### config.mk
export PLATFORM = sky130hd
export DESIGN_NAME = operand_decoder
export DESIGN_NICKNAME = d
export VERILOG_FILES = /design/src/pkg/operand_pkg.sv /design/src/rtl/flag_action.sv /design/src/rtl/operand_decoder.sv
export SDC_FILE = /design/constraint.sdc
export NUM_CORES = 1
export LEC_CHECK = 0
export BUFFER_PORTS_ARGS = -buffer_cell sky130_fd_sc_hd__buf_2
export CORE_ASPECT_RATIO = 0.5
export CORE_MARGIN = 5
export CORE_UTILIZATION = 35
export CTS_CLUSTER_SIZE = 16
export DETAILED_ROUTE_END_ITERATION = 7
export SLEW_MARGIN = 20
export SYNTH_ARGS = -nofsm -noshare
export SYNTH_HDL_FRONTEND = slang
export SYNTH_SLANG_ARGS = --single-unit
export TNS_END_PERCENT = 10
### constraint.sdc
create_clock -name pclk -period 3.2 [get_ports pclk]
set_input_delay 0.32 -clock pclk [delete_from_list [all_inputs] [get_ports pclk]]
set_output_delay 0.32 -clock pclk [all_outputs]
set_load 0.05 [all_outputs]
### src/pkg/operand_pkg.sv
// Constants, types and register map of the operand decoder
package operand_pkg;
  // Register byte addresses on the APB bus
  localparam logic [7:0] OFF_OP_KIND = 8'h00;
  localparam logic [7:0] OFF_OP_VAL = 8'h04;
  localparam logic [7:0] OFF_RESULT = 8'h08;
  localparam logic [7:0] OFF_PC = 8'h0c;
  localparam logic [7:0] OFF_STATE_WORD = 8'h10;
  localparam logic [7:0] OFF_FLAG_ACT = 8'h14;
  localparam logic [7:0] OFF_FLAG_SAVE = 8'h18;
  localparam logic [7:0] OFF_ALU = 8'h1c;
  localparam logic [7:0] OFF_CLK_CNT = 8'h20;
  localparam logic [7:0] OFF_GREG_BASE = 8'h40;
  localparam logic [7:0] OFF_GREG_LAST = 8'h5c;
  localparam logic [7:0] OFF_PAIR_BASE = 8'h60;
  localparam logic [7:0] OFF_PAIR_LAST = 8'h6c;
  // Byte register numbers
  localparam logic [2:0] REG_X = 3'h0;
  localparam logic [2:0] REG_A = 3'h1;
  localparam int NUM_GREG = 8;
  localparam int NUM_PAIR = 4;
  localparam int NUM_FLAG = 4;
  // Address windows
  localparam logic [15:0] SDIR_FIRST = 16'hfe20;
  localparam logic [15:0] SDIR_LAST = 16'hff1f;
  localparam logic [15:0] CALLT_FIRST = 16'h0040;
  localparam logic [15:0] CALLT_LAST = 16'h007f;
  // Status word bit positions
  localparam int FLG_CARRY = 0;
  localparam int FLG_HALF = 4;
  localparam int FLG_ZERO = 6;
  localparam int FLG_INT_EN = 7;
  // Flag action field: three bits per flag, carry/half/zero/int enable
  localparam int ACT_W = 3;
  // Computed-result register fields
  localparam int ALU_CARRY = 8;
  localparam int ALU_HALF = 9;
  localparam int ALU_INT_EN = 10;
  // Result register fault bit
  localparam int RES_FAULT = 16;
  // Reset values
  localparam logic [7:0] STATE_WORD_RST = 8'h00;
  localparam logic [15:0] PC_RST = 16'h0000;

  typedef enum logic [2:0] {
    ACT_KEEP = 3'b000,
    ACT_CLEAR = 3'b001,
    ACT_SET = 3'b010,
    ACT_CALC = 3'b011,
    ACT_RESTORE = 3'b100
  } flag_act_t;

  typedef enum logic [3:0] {
    OPK_REG = 4'b0000,
    OPK_PAIR = 4'b0001,
    OPK_SDIR = 4'b0010,
    OPK_SDIR_W = 4'b0011,
    OPK_ABS = 4'b0100,
    OPK_ABS_W = 4'b0101,
    OPK_CALLT = 4'b0110,
    OPK_BRANCH = 4'b0111,
    OPK_BIT = 4'b1000,
    OPK_IMM_B = 4'b1001,
    OPK_IMM_W = 4'b1010,
    OPK_ACC_B = 4'b1011,
    OPK_ACC_W = 4'b1100
  } opnd_kind_t;
endpackage

### src/rtl/flag_action.sv
// Next value of one status flag from its action code
`timescale 1ns/1ps
module flag_action
  import operand_pkg::*;
(
  input wire logic cur,
  input wire flag_act_t act,
  input wire logic calc,
  input wire logic saved,
  output logic nxt
);
  always_comb begin
    case (act)
      ACT_KEEP: nxt = cur;
      ACT_CLEAR: nxt = 1'b0;
      ACT_SET: nxt = 1'b1;
      ACT_CALC: nxt = calc;
      ACT_RESTORE: nxt = saved;
      default: nxt = cur;
    endcase
  end
endmodule // flag_action

### src/rtl/operand_decoder.sv
// APB-mapped operand decoder with byte registers, pairs and status word
//
// The implementer's own choices: the APB interface to the registers and the placing of the registers.
`timescale 1ns/1ps
// Contract
// - Eight byte registers 0..7 are X, A, C, B, E, D, L, H.
// - Four 16-bit pairs 0..3 are AX, BC, DE, HL from byte registers.
// - Short direct byte operand reaches only FE20H to FF1FH.
// - Short direct word operand uses same window, even addresses only.
// - Absolute operand spans 0000H-FFFFH; word transfers need even address.
// - Call-table operand selects only even addresses 0040H to 007FH.
// - Branch displacement is signed 8-bit, sign-extended, added to PC.
// - Bit-position operand is 3 bits selecting one of eight bits.
// - Word immediates are 16 bits, byte immediates 8 bits.
// - A is the byte accumulator, AX the word accumulator.
// - Upper and lower bytes of each pair are handled separately.
// - Status word holds carry, half carry, zero and interrupt enable.
// - Each flag stays, clears, sets or takes the computed result.
// - Restoring instructions load a flag from its saved value.
// - Each instruction clock equals one CPU clock cycle.
module operand_decoder
  import operand_pkg::*;
(
  input wire logic pclk,
  input wire logic presetn,
  input wire logic psel,
  input wire logic penable,
  input wire logic pwrite,
  input wire logic [7:0] paddr,
  input wire logic [31:0] pwdata,
  output logic [31:0] prdata,
  output logic pready,
  output logic pslverr,
  output logic [15:0] operand,
  output logic operand_fault,
  output logic [7:0] program_state_word
);
  logic [31:0] prdata_ff, nxt_prdata;
  logic pready_ff, nxt_pready;
  logic pslverr_ff, nxt_pslverr;
  logic [7:0] greg_ff [NUM_GREG];
  logic [7:0] nxt_greg [NUM_GREG];
  logic [3:0] op_kind_ff, nxt_op_kind;
  logic [15:0] op_val_ff, nxt_op_val;
  logic [15:0] pc_ff, nxt_pc;
  logic [7:0] state_word_ff, nxt_state_word;
  logic [7:0] save_ff, nxt_save;
  logic [10:0] alu_ff, nxt_alu;
  logic [31:0] clk_cnt_ff, nxt_clk_cnt;
  logic go_ff, nxt_go;
  logic [15:0] operand_ff, nxt_operand;
  logic fault_ff, nxt_fault;
  logic wr_en;
  logic [15:0] dec_val;
  logic dec_fault;
  logic [15:0] branch_tgt;
  logic [7:0] reg_pick;
  logic [15:0] pair_pick;
  logic [NUM_FLAG-1:0] flag_new;

  function automatic int flag_pos(input int i);
    case (i)
      0: flag_pos = FLG_CARRY;
      1: flag_pos = FLG_HALF;
      2: flag_pos = FLG_ZERO;
      default: flag_pos = FLG_INT_EN;
    endcase
  endfunction

  function automatic logic mapped(input logic [7:0] a);
    mapped = (a[1:0] == 2'b00) &&
      (a <= OFF_CLK_CNT ||
       (a >= OFF_GREG_BASE && a <= OFF_PAIR_LAST));
  endfunction

  function automatic logic [15:0] pair_of(input logic [1:0] n,
                                          input logic [7:0] g [NUM_GREG]);
    pair_of = {g[{n, 1'b1}], g[{n, 1'b0}]};
  endfunction

  assign wr_en = psel && penable && pready_ff && pwrite && !pslverr_ff;
  assign reg_pick = greg_ff[op_val_ff[2:0]];
  assign pair_pick = pair_of(op_val_ff[1:0], greg_ff);
  assign branch_tgt = pc_ff + {{8{op_val_ff[7]}}, op_val_ff[7:0]};

  // APB slave: answer in the access cycle, read data taken at setup
  always_comb begin
    nxt_pready = psel && !penable;
    nxt_pslverr = psel && !penable && !mapped(paddr);
    nxt_prdata = 32'h0000_0000;
    if (psel && !penable && mapped(paddr)) begin
      if (paddr >= OFF_GREG_BASE && paddr <= OFF_GREG_LAST) begin
        nxt_prdata = {24'h00_0000, greg_ff[paddr[4:2]]};
      end else if (paddr >= OFF_PAIR_BASE && paddr <= OFF_PAIR_LAST) begin
        nxt_prdata = {16'h0000, pair_of(paddr[3:2], greg_ff)};
      end else begin
        case (paddr)
          OFF_OP_KIND: nxt_prdata = {28'h000_0000, op_kind_ff};
          OFF_OP_VAL: nxt_prdata = {16'h0000, op_val_ff};
          OFF_RESULT: nxt_prdata = {15'h0, fault_ff, operand_ff};
          OFF_PC: nxt_prdata = {16'h0000, pc_ff};
          OFF_STATE_WORD: nxt_prdata = {24'h00_0000, state_word_ff};
          OFF_FLAG_SAVE: nxt_prdata = {24'h00_0000, save_ff};
          OFF_ALU: nxt_prdata = {21'h0, alu_ff};
          OFF_CLK_CNT: nxt_prdata = clk_cnt_ff;
          default: nxt_prdata = 32'h0000_0000;
        endcase
      end
    end
  end

  always_ff @(posedge pclk or negedge presetn) begin
    if (!presetn) begin
      prdata_ff <= 32'h0000_0000;
      pready_ff <= 1'b0;
      pslverr_ff <= 1'b0;
    end else begin
      prdata_ff <= nxt_prdata;
      pready_ff <= nxt_pready;
      pslverr_ff <= nxt_pslverr;
    end
  end

  // Operand decode from the latched kind and value
  always_comb begin
    dec_val = 16'h0000;
    dec_fault = 1'b0;
    case (opnd_kind_t'(op_kind_ff))
      OPK_REG: dec_val = {8'h00, reg_pick};
      OPK_PAIR: dec_val = pair_pick;
      OPK_SDIR: dec_val = SDIR_FIRST + {8'h00, op_val_ff[7:0]};
      OPK_SDIR_W: begin
        dec_val = SDIR_FIRST + {8'h00, op_val_ff[7:0]};
        dec_fault = op_val_ff[0];
      end
      OPK_ABS: dec_val = op_val_ff;
      OPK_ABS_W: begin
        dec_val = op_val_ff;
        dec_fault = op_val_ff[0];
      end
      OPK_CALLT: dec_val = CALLT_FIRST +
        {10'h000, op_val_ff[4:0], 1'b0};
      OPK_BRANCH: dec_val = branch_tgt;
      OPK_BIT: dec_val = 16'h0001 << op_val_ff[2:0];
      OPK_IMM_B: dec_val = {8'h00, op_val_ff[7:0]};
      OPK_IMM_W: dec_val = op_val_ff;
      OPK_ACC_B: dec_val = {8'h00, greg_ff[REG_A]};
      OPK_ACC_W: dec_val = {greg_ff[REG_A], greg_ff[REG_X]};
      default: dec_fault = 1'b1;
    endcase
  end

  // Per-flag action units
  genvar gi;
  generate
    for (gi = 0; gi < NUM_FLAG; gi++) begin : g_flag
      logic calc_bit;
      always_comb begin
        case (gi)
          0: calc_bit = alu_ff[ALU_CARRY];
          1: calc_bit = alu_ff[ALU_HALF];
          2: calc_bit = (alu_ff[7:0] == 8'h00);
          default: calc_bit = alu_ff[ALU_INT_EN];
        endcase
      end
      flag_action u_flag (
        .cur(state_word_ff[flag_pos(gi)]),
        .act(flag_act_t'(pwdata[ACT_W*gi +: ACT_W])),
        .calc(calc_bit),
        .saved(save_ff[flag_pos(gi)]),
        .nxt(flag_new[gi])
      );
    end
  endgenerate

  // Software-visible state and decode results
  always_comb begin
    nxt_greg = greg_ff;
    nxt_op_kind = op_kind_ff;
    nxt_op_val = op_val_ff;
    nxt_pc = pc_ff;
    nxt_state_word = state_word_ff;
    nxt_save = save_ff;
    nxt_alu = alu_ff;
    nxt_clk_cnt = clk_cnt_ff + 32'h0000_0001;
    nxt_go = wr_en && (paddr == OFF_OP_VAL);
    nxt_operand = operand_ff;
    nxt_fault = fault_ff;
    if (go_ff) begin
      nxt_operand = dec_val;
      nxt_fault = dec_fault;
      if (opnd_kind_t'(op_kind_ff) == OPK_BRANCH) begin
        nxt_pc = branch_tgt;
      end
    end
    if (wr_en) begin
      if (paddr >= OFF_GREG_BASE && paddr <= OFF_GREG_LAST) begin
        nxt_greg[paddr[4:2]] = pwdata[7:0];
      end else if (paddr >= OFF_PAIR_BASE && paddr <= OFF_PAIR_LAST) begin
        nxt_greg[{paddr[3:2], 1'b1}] = pwdata[15:8];
        nxt_greg[{paddr[3:2], 1'b0}] = pwdata[7:0];
      end else begin
        case (paddr)
          OFF_OP_KIND: nxt_op_kind = pwdata[3:0];
          OFF_OP_VAL: nxt_op_val = pwdata[15:0];
          OFF_PC: nxt_pc = pwdata[15:0];
          OFF_STATE_WORD: nxt_state_word = pwdata[7:0];
          OFF_FLAG_ACT: begin
            for (int i = 0; i < NUM_FLAG; i++) begin
              nxt_state_word[flag_pos(i)] = flag_new[i];
            end
          end
          OFF_FLAG_SAVE: nxt_save = pwdata[7:0];
          OFF_ALU: nxt_alu = pwdata[10:0];
          default: nxt_state_word = nxt_state_word;
        endcase
      end
    end
  end

  always_ff @(posedge pclk or negedge presetn) begin
    if (!presetn) begin
      for (int i = 0; i < NUM_GREG; i++) begin
        greg_ff[i] <= 8'h00;
      end
      op_kind_ff <= 4'h0;
      op_val_ff <= 16'h0000;
      pc_ff <= PC_RST;
      state_word_ff <= STATE_WORD_RST;
      save_ff <= 8'h00;
      alu_ff <= 11'h000;
      clk_cnt_ff <= 32'h0000_0000;
      go_ff <= 1'b0;
      operand_ff <= 16'h0000;
      fault_ff <= 1'b0;
    end else begin
      greg_ff <= nxt_greg;
      op_kind_ff <= nxt_op_kind;
      op_val_ff <= nxt_op_val;
      pc_ff <= nxt_pc;
      state_word_ff <= nxt_state_word;
      save_ff <= nxt_save;
      alu_ff <= nxt_alu;
      clk_cnt_ff <= nxt_clk_cnt;
      go_ff <= nxt_go;
      operand_ff <= nxt_operand;
      fault_ff <= nxt_fault;
    end
  end

  assign prdata = prdata_ff;
  assign pready = pready_ff;
  assign pslverr = pslverr_ff;
  assign operand = operand_ff;
  assign operand_fault = fault_ff;
  assign program_state_word = state_word_ff;

  // Checks
  property p_reg_sel;
    @(posedge pclk) disable iff (!presetn)
    go_ff && op_kind_ff == OPK_REG |=>
      operand_ff == {8'h00, $past(reg_pick)};
  endproperty
  a_reg_sel: assert property (p_reg_sel)
    else $error("byte register select wrong");

  property p_pair_sel;
    @(posedge pclk) disable iff (!presetn)
    go_ff && op_kind_ff == OPK_PAIR |=> operand_ff == $past(pair_pick);
  endproperty
  a_pair_sel: assert property (p_pair_sel)
    else $error("register pair select wrong");

  property p_sdir_win;
    @(posedge pclk) disable iff (!presetn)
    go_ff && op_kind_ff == OPK_SDIR |=>
      operand_ff >= SDIR_FIRST && operand_ff <= SDIR_LAST && !fault_ff;
  endproperty
  a_sdir_win: assert property (p_sdir_win)
    else $error("short direct address out of window");

  property p_sdir_even;
    @(posedge pclk) disable iff (!presetn)
    go_ff && op_kind_ff == OPK_SDIR_W |=>
      fault_ff == $past(op_val_ff[0]) && operand_ff >= SDIR_FIRST;
  endproperty
  a_sdir_even: assert property (p_sdir_even)
    else $error("short direct word parity check wrong");

  property p_abs_even;
    @(posedge pclk) disable iff (!presetn)
    go_ff && op_kind_ff == OPK_ABS_W |=>
      fault_ff == operand_ff[0] && operand_ff == $past(op_val_ff);
  endproperty
  a_abs_even: assert property (p_abs_even)
    else $error("absolute word address check wrong");

  property p_callt;
    @(posedge pclk) disable iff (!presetn)
    go_ff && op_kind_ff == OPK_CALLT |=> !operand_ff[0] &&
      operand_ff >= CALLT_FIRST && operand_ff <= CALLT_LAST;
  endproperty
  a_callt: assert property (p_callt)
    else $error("call table address out of window");

  property p_branch;
    @(posedge pclk) disable iff (!presetn)
    go_ff && op_kind_ff == OPK_BRANCH && !wr_en |=>
      pc_ff == $past(branch_tgt) && operand_ff == pc_ff;
  endproperty
  a_branch: assert property (p_branch)
    else $error("branch target wrong");

  property p_bit;
    @(posedge pclk) disable iff (!presetn)
    go_ff && op_kind_ff == OPK_BIT |=>
      $onehot(operand_ff) && operand_ff[$past(op_val_ff[2:0])];
  endproperty
  a_bit: assert property (p_bit)
    else $error("bit position mask wrong");

  property p_acc_w;
    @(posedge pclk) disable iff (!presetn)
    go_ff && op_kind_ff == OPK_ACC_W |=>
      operand_ff[15:8] == $past(greg_ff[REG_A]);
  endproperty
  a_acc_w: assert property (p_acc_w)
    else $error("word accumulator high byte not A");

  property p_flag_clr;
    @(posedge pclk) disable iff (!presetn)
    wr_en && paddr == OFF_FLAG_ACT && pwdata[2:0] == ACT_CLEAR
      ##1 !(wr_en && paddr == OFF_FLAG_ACT) [*2] |->
      !state_word_ff[FLG_CARRY];
  endproperty
  a_flag_clr: assert property (p_flag_clr)
    else $error("carry not cleared");

  property p_restore;
    @(posedge pclk) disable iff (!presetn)
    wr_en && paddr == OFF_FLAG_ACT && pwdata[8:6] == ACT_RESTORE |=>
      state_word_ff[FLG_ZERO] == $past(save_ff[FLG_ZERO]);
  endproperty
  a_restore: assert property (p_restore)
    else $error("zero flag not restored from saved value");

  property p_clk_cnt;
    @(posedge pclk) disable iff (!presetn)
    1'b1 |=> clk_cnt_ff == $past(clk_cnt_ff) + 32'h0000_0001;
  endproperty
  a_clk_cnt: assert property (p_clk_cnt)
    else $error("instruction clock count skipped");
endmodule // operand_decoder

# Yosys cells after proc, flatten, opt, wreduce, memory -nomap -nowiden
# Index checks and enable logic that the tools add are counted.
[totals] regBits=211 out_inout_bits=59 input_bits=45 wordCells=205
[op_classes] eq_ne=36 n_lt_le_gt_ge=22 add_sub_neg=4 shifts=1 n_mux=74 reduce_logical=39 bitwise=8
[op_table] op="32-bit two-way mux" count=19
[op_table] op="32-bit case mux with 8 select lines" count=1
[op_table] op="64-bit bitwise mux" count=3
[op_table] op="16-bit case mux with 10 select lines" count=1
[op_table] op="8-bit binary-select mux with 3-bit select" count=6
[op_table] op="32-bit by 1-bit >= comparator with 1-bit output, second input constant" count=4
[op_table] op="32-bit by 5-bit less-than comparator with 1-bit output, second input constant" count=4
[op_table] op="64-bit two-way mux" count=2
[op_table] op="8-bit two-way mux" count=15
[op_table] op="16-bit two-way mux" count=6
[op_table] op="8-bit demux with 3-bit select" count=3
[op_table] op="32-bit by 1-bit adder with 32-bit output, second input constant" count=1
[op_table] op="8-bit bitwise mux" count=4
[op_table] op="8-bit by 5-bit equality test with 1-bit output, second input constant" count=4
[op_table] op="3-bit by 2-bit equality test with 1-bit output, second input constant" count=8
[op_table] op="4-bit >= comparator, second input constant" count=6
[op_table] op="3-bit inverter with 4-bit output" count=6
[op_table] op="4-bit equality test, second input constant" count=5
[op_table] op="4-bit AND reduction" count=5
[op_table] op="1-bit logical AND" count=19
[op_table] op="16-bit adder" count=1
[op_table] op="4-bit by 3-bit equality test with 1-bit output, second input constant" count=4
[op_table] op="8-bit by 4-bit equality test with 1-bit output, second input constant" count=2
[op_table] op="8-bit by 7-bit >= comparator with 1-bit output, second input constant" count=2
[op_table] op="other kinds (28)" count=53

# Logic depth before layout (Yosys ltp)
[depth] word_depth=14 mapped_depth=11 ltp_nobuf=10

# By module
# Synthesis repeated with hierarchy kept, for this count alone.
[unflattened] hier_cells=1245 area_unflattened_um2=12724.7
[modules_own_cells] module="operand_decoder" cells_per_inst=1209 seq_area_each_um2=5280.1 instances=1 area_per_inst_um2=12539.5
[modules_own_cells] module="flag_action" cells_per_inst=9 seq_area_each_um2=0.0 instances=4 area_per_inst_um2=46.3

# Worst setup path after synthesis
# OpenSTA, ideal clock, no wires.
[synth_path] path_type="register to register" from="register op_val_ff[1]" to="register operand_ff[12], in the netlist operand[12]" synth_period_minus_slack_ps=2612 setup_ps=151 required_time_ps=3049 path_slack_ps=588 stages_incl_launch_ff=12 n_path_buf=2 arrival_ps=2461 cell_sequence="dfrtp_1 > buf_2 > inv_1 > clkbuf_1 > fa_1 > nor2b_1 > o2111ai_1 > a21oi_1 > nor4_1 > o21a_1 > o21ai_0 > o221ai_1"
[synth_between] elab_chain_len=5 word_cells_on_any_way=8 classes_between="add/sub: 2; shift: 1; mux: 4; bitwise: 1"
[synth_rtl] element="start, declared" line_no="operand_decoder.sv:44" source="logic [15:0] op_val_ff, nxt_op_val;"
[synth_rtl] element="start signal, assigned" line_no="operand_decoder.sv:239" source="op_val_ff <= nxt_op_val;"
[synth_rtl] element="branches (longest 4 deep; another with 16-bit adder)"
[synth_rtl] element="16-bit case mux with 10 select lines (*)" line_no="operand_decoder.sv:128" source="case (opnd_kind_t'(op_kind_ff))"
[synth_rtl] element="end signal, assigned" line_no="operand_decoder.sv:246" source="operand_ff <= nxt_operand;"
[synth_rtl] element="end, declared" line_no="operand_decoder.sv:51" source="logic [15:0] operand_ff, nxt_operand;"
# Mark *: on every way between the ends. The select of a mux whose other input is x is not followed.
# A chain may end at the register's enable or synchronous reset.

# Final worst setup path
[layout_path] from="register pc_ff[0]" to="register operand_ff[12], in the netlist operand[12]"
[layout_between] elab_chain_len=2
[layout_rtl] element="start, declared" line_no="operand_decoder.sv:45" source="logic [15:0] pc_ff, nxt_pc;"
[layout_rtl] element="start signal, assigned" line_no="operand_decoder.sv:240" source="pc_ff <= nxt_pc;"
[layout_rtl] element="16-bit adder" line_no="operand_decoder.sv:84" source="assign branch_tgt = pc_ff + {{8{op_val_ff[7]}}, op_val_ff[7:0]};"
[layout_rtl] element="16-bit case mux with 10 select lines" line_no="operand_decoder.sv:128"
# No other way between the ends.

==> impl_metrics.ini <==
[hold_path]
hold_depth = 2
whs_endpoint = pready$_DFF_PN0_
min_path_type = in2reg
min_from = psel

[finish]
most-common-layout-cells = dfrtp_1 (210), nand2_1 (119), nor2_1 (88)
final_common_cell = dfrtp_1
drive_above_1_share = 0.234
seq_area_sq_mm = 0.00528
final_cell_area_sq_mm = 0.0147
nets = 1413
multi_input_area_sq_mm = 0.00717
area_growth_pct = 13.4
nFillCells = 3549

[die]
fp.coreArea_sq_mm = 0.0363
initial_core_util = 0.358
rows = 49
die_area_sq_mm = 0.0413
num_io_pins = 104
die_w_um = 282
die_h_um = 146

[synthesis]
synth-main-ff-cell = dfrtp_1
ys_seq_area_frac = 0.407
ys_async_sr_fraction = 1.00
netlist_area_sq_mm = 0.0130
syn_inst = 1292
ys.warnings.count = 0
synth.net_count = 1355
yosysUniqueCellTypes = 71
synth_edf_count = 0
postSynthAreaPerCell_sq_um = 10.0
synth_seq_cells = 211

[global_route]
gr-total-overflow = 0
antenna_found_initial = 4
grt_pass1_vias = 11200
grt_max_degree = 75
grt_util_all_layers = 0.233
grt_pass1_wl_mm = 73.5

[critical_path]
worst-r2r-setup-slack_ns = 0.33
worst_setup_path_start_kind = flip-flop
cp_slowest_cell = dfrtp_1
r2r_end = operand[12]$_DFFE_PN0P_
end_kind = flip-flop
path_class = reg2reg
rr_startpoint = pc_ff[0]$_DFF_PN0_
max_stage_delay_ns = 0.49
critPathTopFamily = compound AO/OA/AOI/OAI gates
arrival_ns = 3.23
crit_required_ns = 3.57
critical_path.max_fanout = 4
cp_cell_sequence = ha_1 > inv_1 > fa_1 > nor2b_1 > o2111ai_1 > a21oi_1 > nor4_1 > o21a_1 > o21ai_0 > o221ai_1
rr_worst_depth = 10
path_buf_inv = 1

[route]
wl_per_cell_um = 26.8
via_count = 11600
drt_first_pass_iters = 6
routed_wl_mm = 49.5
final_antenna_net_count = 0
drc = 0
drt_iter0_drc = 1548
viasPerCell = 6.26

[timing]
clock_skew_ns = 0.0362
finalCritPeriodShare = 0.896
fin_setup_tns_ns = 0
fmax_ghz = 0.349
finalSetupViolCount = 0
finalMaxSlewViolations = 0
worstMarginPinSlew_ns = 1.02
hold_viol_final = 0
maxSlewHeadroom = 0.318
period_needed_ns = 2.87
rsz0062_at_grt = no

[power]
power_mw = 5.90
peakVddDrop_mv = 0.322
power_density_mw_per_mm2 = 401
p_leak_nw = 6.47

[clock_network]
postCtsSetupBuffers = 0
clock-root-buffer = clkbuf_16
cts.path.max_buffers = 3
clock_sinks = 211
ctsResizeCount = 0
cts_buffers = 23
clk_pin_slew_worst_paths_ns = 0.07
clkLatencyLatePin_ns = 0.55
cts-htree-levels = 1
cts_tree = yes
holdBufCountCts = 2

[place]
port_buffers = 87
gp_congestion = 0.967
dp_hpwl_mm = 36.2
dpl_cell_area_sq_mm = 0.0139

[flow_run]
drv_cap = 0

[status]
outcome = finished, final reports clean
## per-stage QoR
step	hold WS (ns)	setup WS [ns]	cells	util
2_1_floorplan	0.0244	0.588	1292	-
3_3_place_gp	0.330	0.384	1807	0.384
3_5_place_dp	0.337	0.405	1807	0.384
4_1_cts	0.0888	0.433	1849	0.406
5_1_grt	0.111	0.165	1850	0.406
6_report	0.105	0.332	1850	0.406
## layout make-up
type | instances | area share
Antenna cell | 1 | 0.000170
Clock buffer | 29 | 0.0433
Clock inverter | 11 | 0.00799
Inverter | 27 | 0.00688
Multi-Input combinational cell | 954 | 0.487
Sequential cell | 211 | 0.359
Tap cell | 484 | 0.0411
Timing Repair Buffer | 133 | 0.0549
## layer usage
metal / global-route usage / share of wire / wire [um] / up-vias
li1: - / - / - / 4954
met1: 0.330 / 0.42 / 20700 / 5798
met2: 0.341 / 0.43 / 21200 / 702
met3: 0.0675 / 0.12 / 5740 / 125
met4: 0.0796 / 0.038 / 1870 / 4
met5: 0 / 0.00050 / 25 / -
## sequential cells by signal (all words and copies together), names as in the netlist
name	flops
greg_ff	64
program_state_word	8
pready	1
save_ff	8
pc_ff	16
prdata	32
operand	16
op_kind_ff	4
pslverr	1
clk_cnt_ff	32
operand_fault	1
go_ff	1
alu_ff	11
op_val_ff	16
## cells by family after synthesis
family          count (synthesis)  share of synthesized area
buf+inv                       127                     0.0419
flops                         211                      0.407
mux                           164                      0.177
xor+xnor                       46                     0.0321
simple gates                  384                      0.149
fa+ha+maj                      18                     0.0179
compound gates                342                      0.175
## worst reg2reg max path, delay by kind of cell, from the launching register on
family / cells / cell delay (ns)
buffers and inverters: 1 / 0.06
adder cells (fa/ha/maj): 2 / 0.64
AND/OR/NAND/NOR: 2 / 0.29
flip-flops: 1 / 0.49
AO/OA/AOI/OAI: 5 / 1.24
## synth_stat cells (10+ instances only)
cell type	count	area [sq um]
dfrtp_1	211	5280
nand2_1	119	447
nor2_1	88	330
o21ai_0	74	370
mux2_2	73	822
a21oi_1	71	355
clkbuf_1	63	236
mux4_2	42	946
a22oi_1	41	308
mux2i_1	41	410
nand3_1	35	175
xnor2_1	31	272
a31oi_1	28	175
inv_1	27	101
and3_1	21	131
a221oi_1	20	175
and2_1	20	125
nor2b_1	19	119
buf_2	18	90.1
ha_1	17	213
o22ai_1	16	100
nor3_1	14	70.1
xor2_1	14	123
nand2b_1	12	75.1
a222oi_1	11	110
a221o_1	10	100
nand4_1	10	62.6
o31ai_1	10	75.1
## power by group
group | internal, mW | switching [mW]
Sequential | 2.69 | 0.0411
Combinational | 0.133 | 0.308
Clock | 1.57 | 1.15
## worst max-delay path by stage
stage                                         from                      end  cells after the start
final                           pc_ff[0]$_DFF_PN0_  operand[12]$_DFFE_PN0P_                     10
after global routing            pc_ff[0]$_DFF_PN0_  operand[12]$_DFFE_PN0P_                     10
after floorplan           op_val_ff[1]$_DFFE_PN0P_  operand[12]$_DFFE_PN0P_                     11
after CTS                       pc_ff[0]$_DFF_PN0_  operand[12]$_DFFE_PN0P_                     10
after detailed placement                  paddr[5]      pc_ff[15]$_DFF_PN0_                      9
after global placement                    paddr[5]      pc_ff[15]$_DFF_PN0_                      9
(Power assumes the default switching activity.)
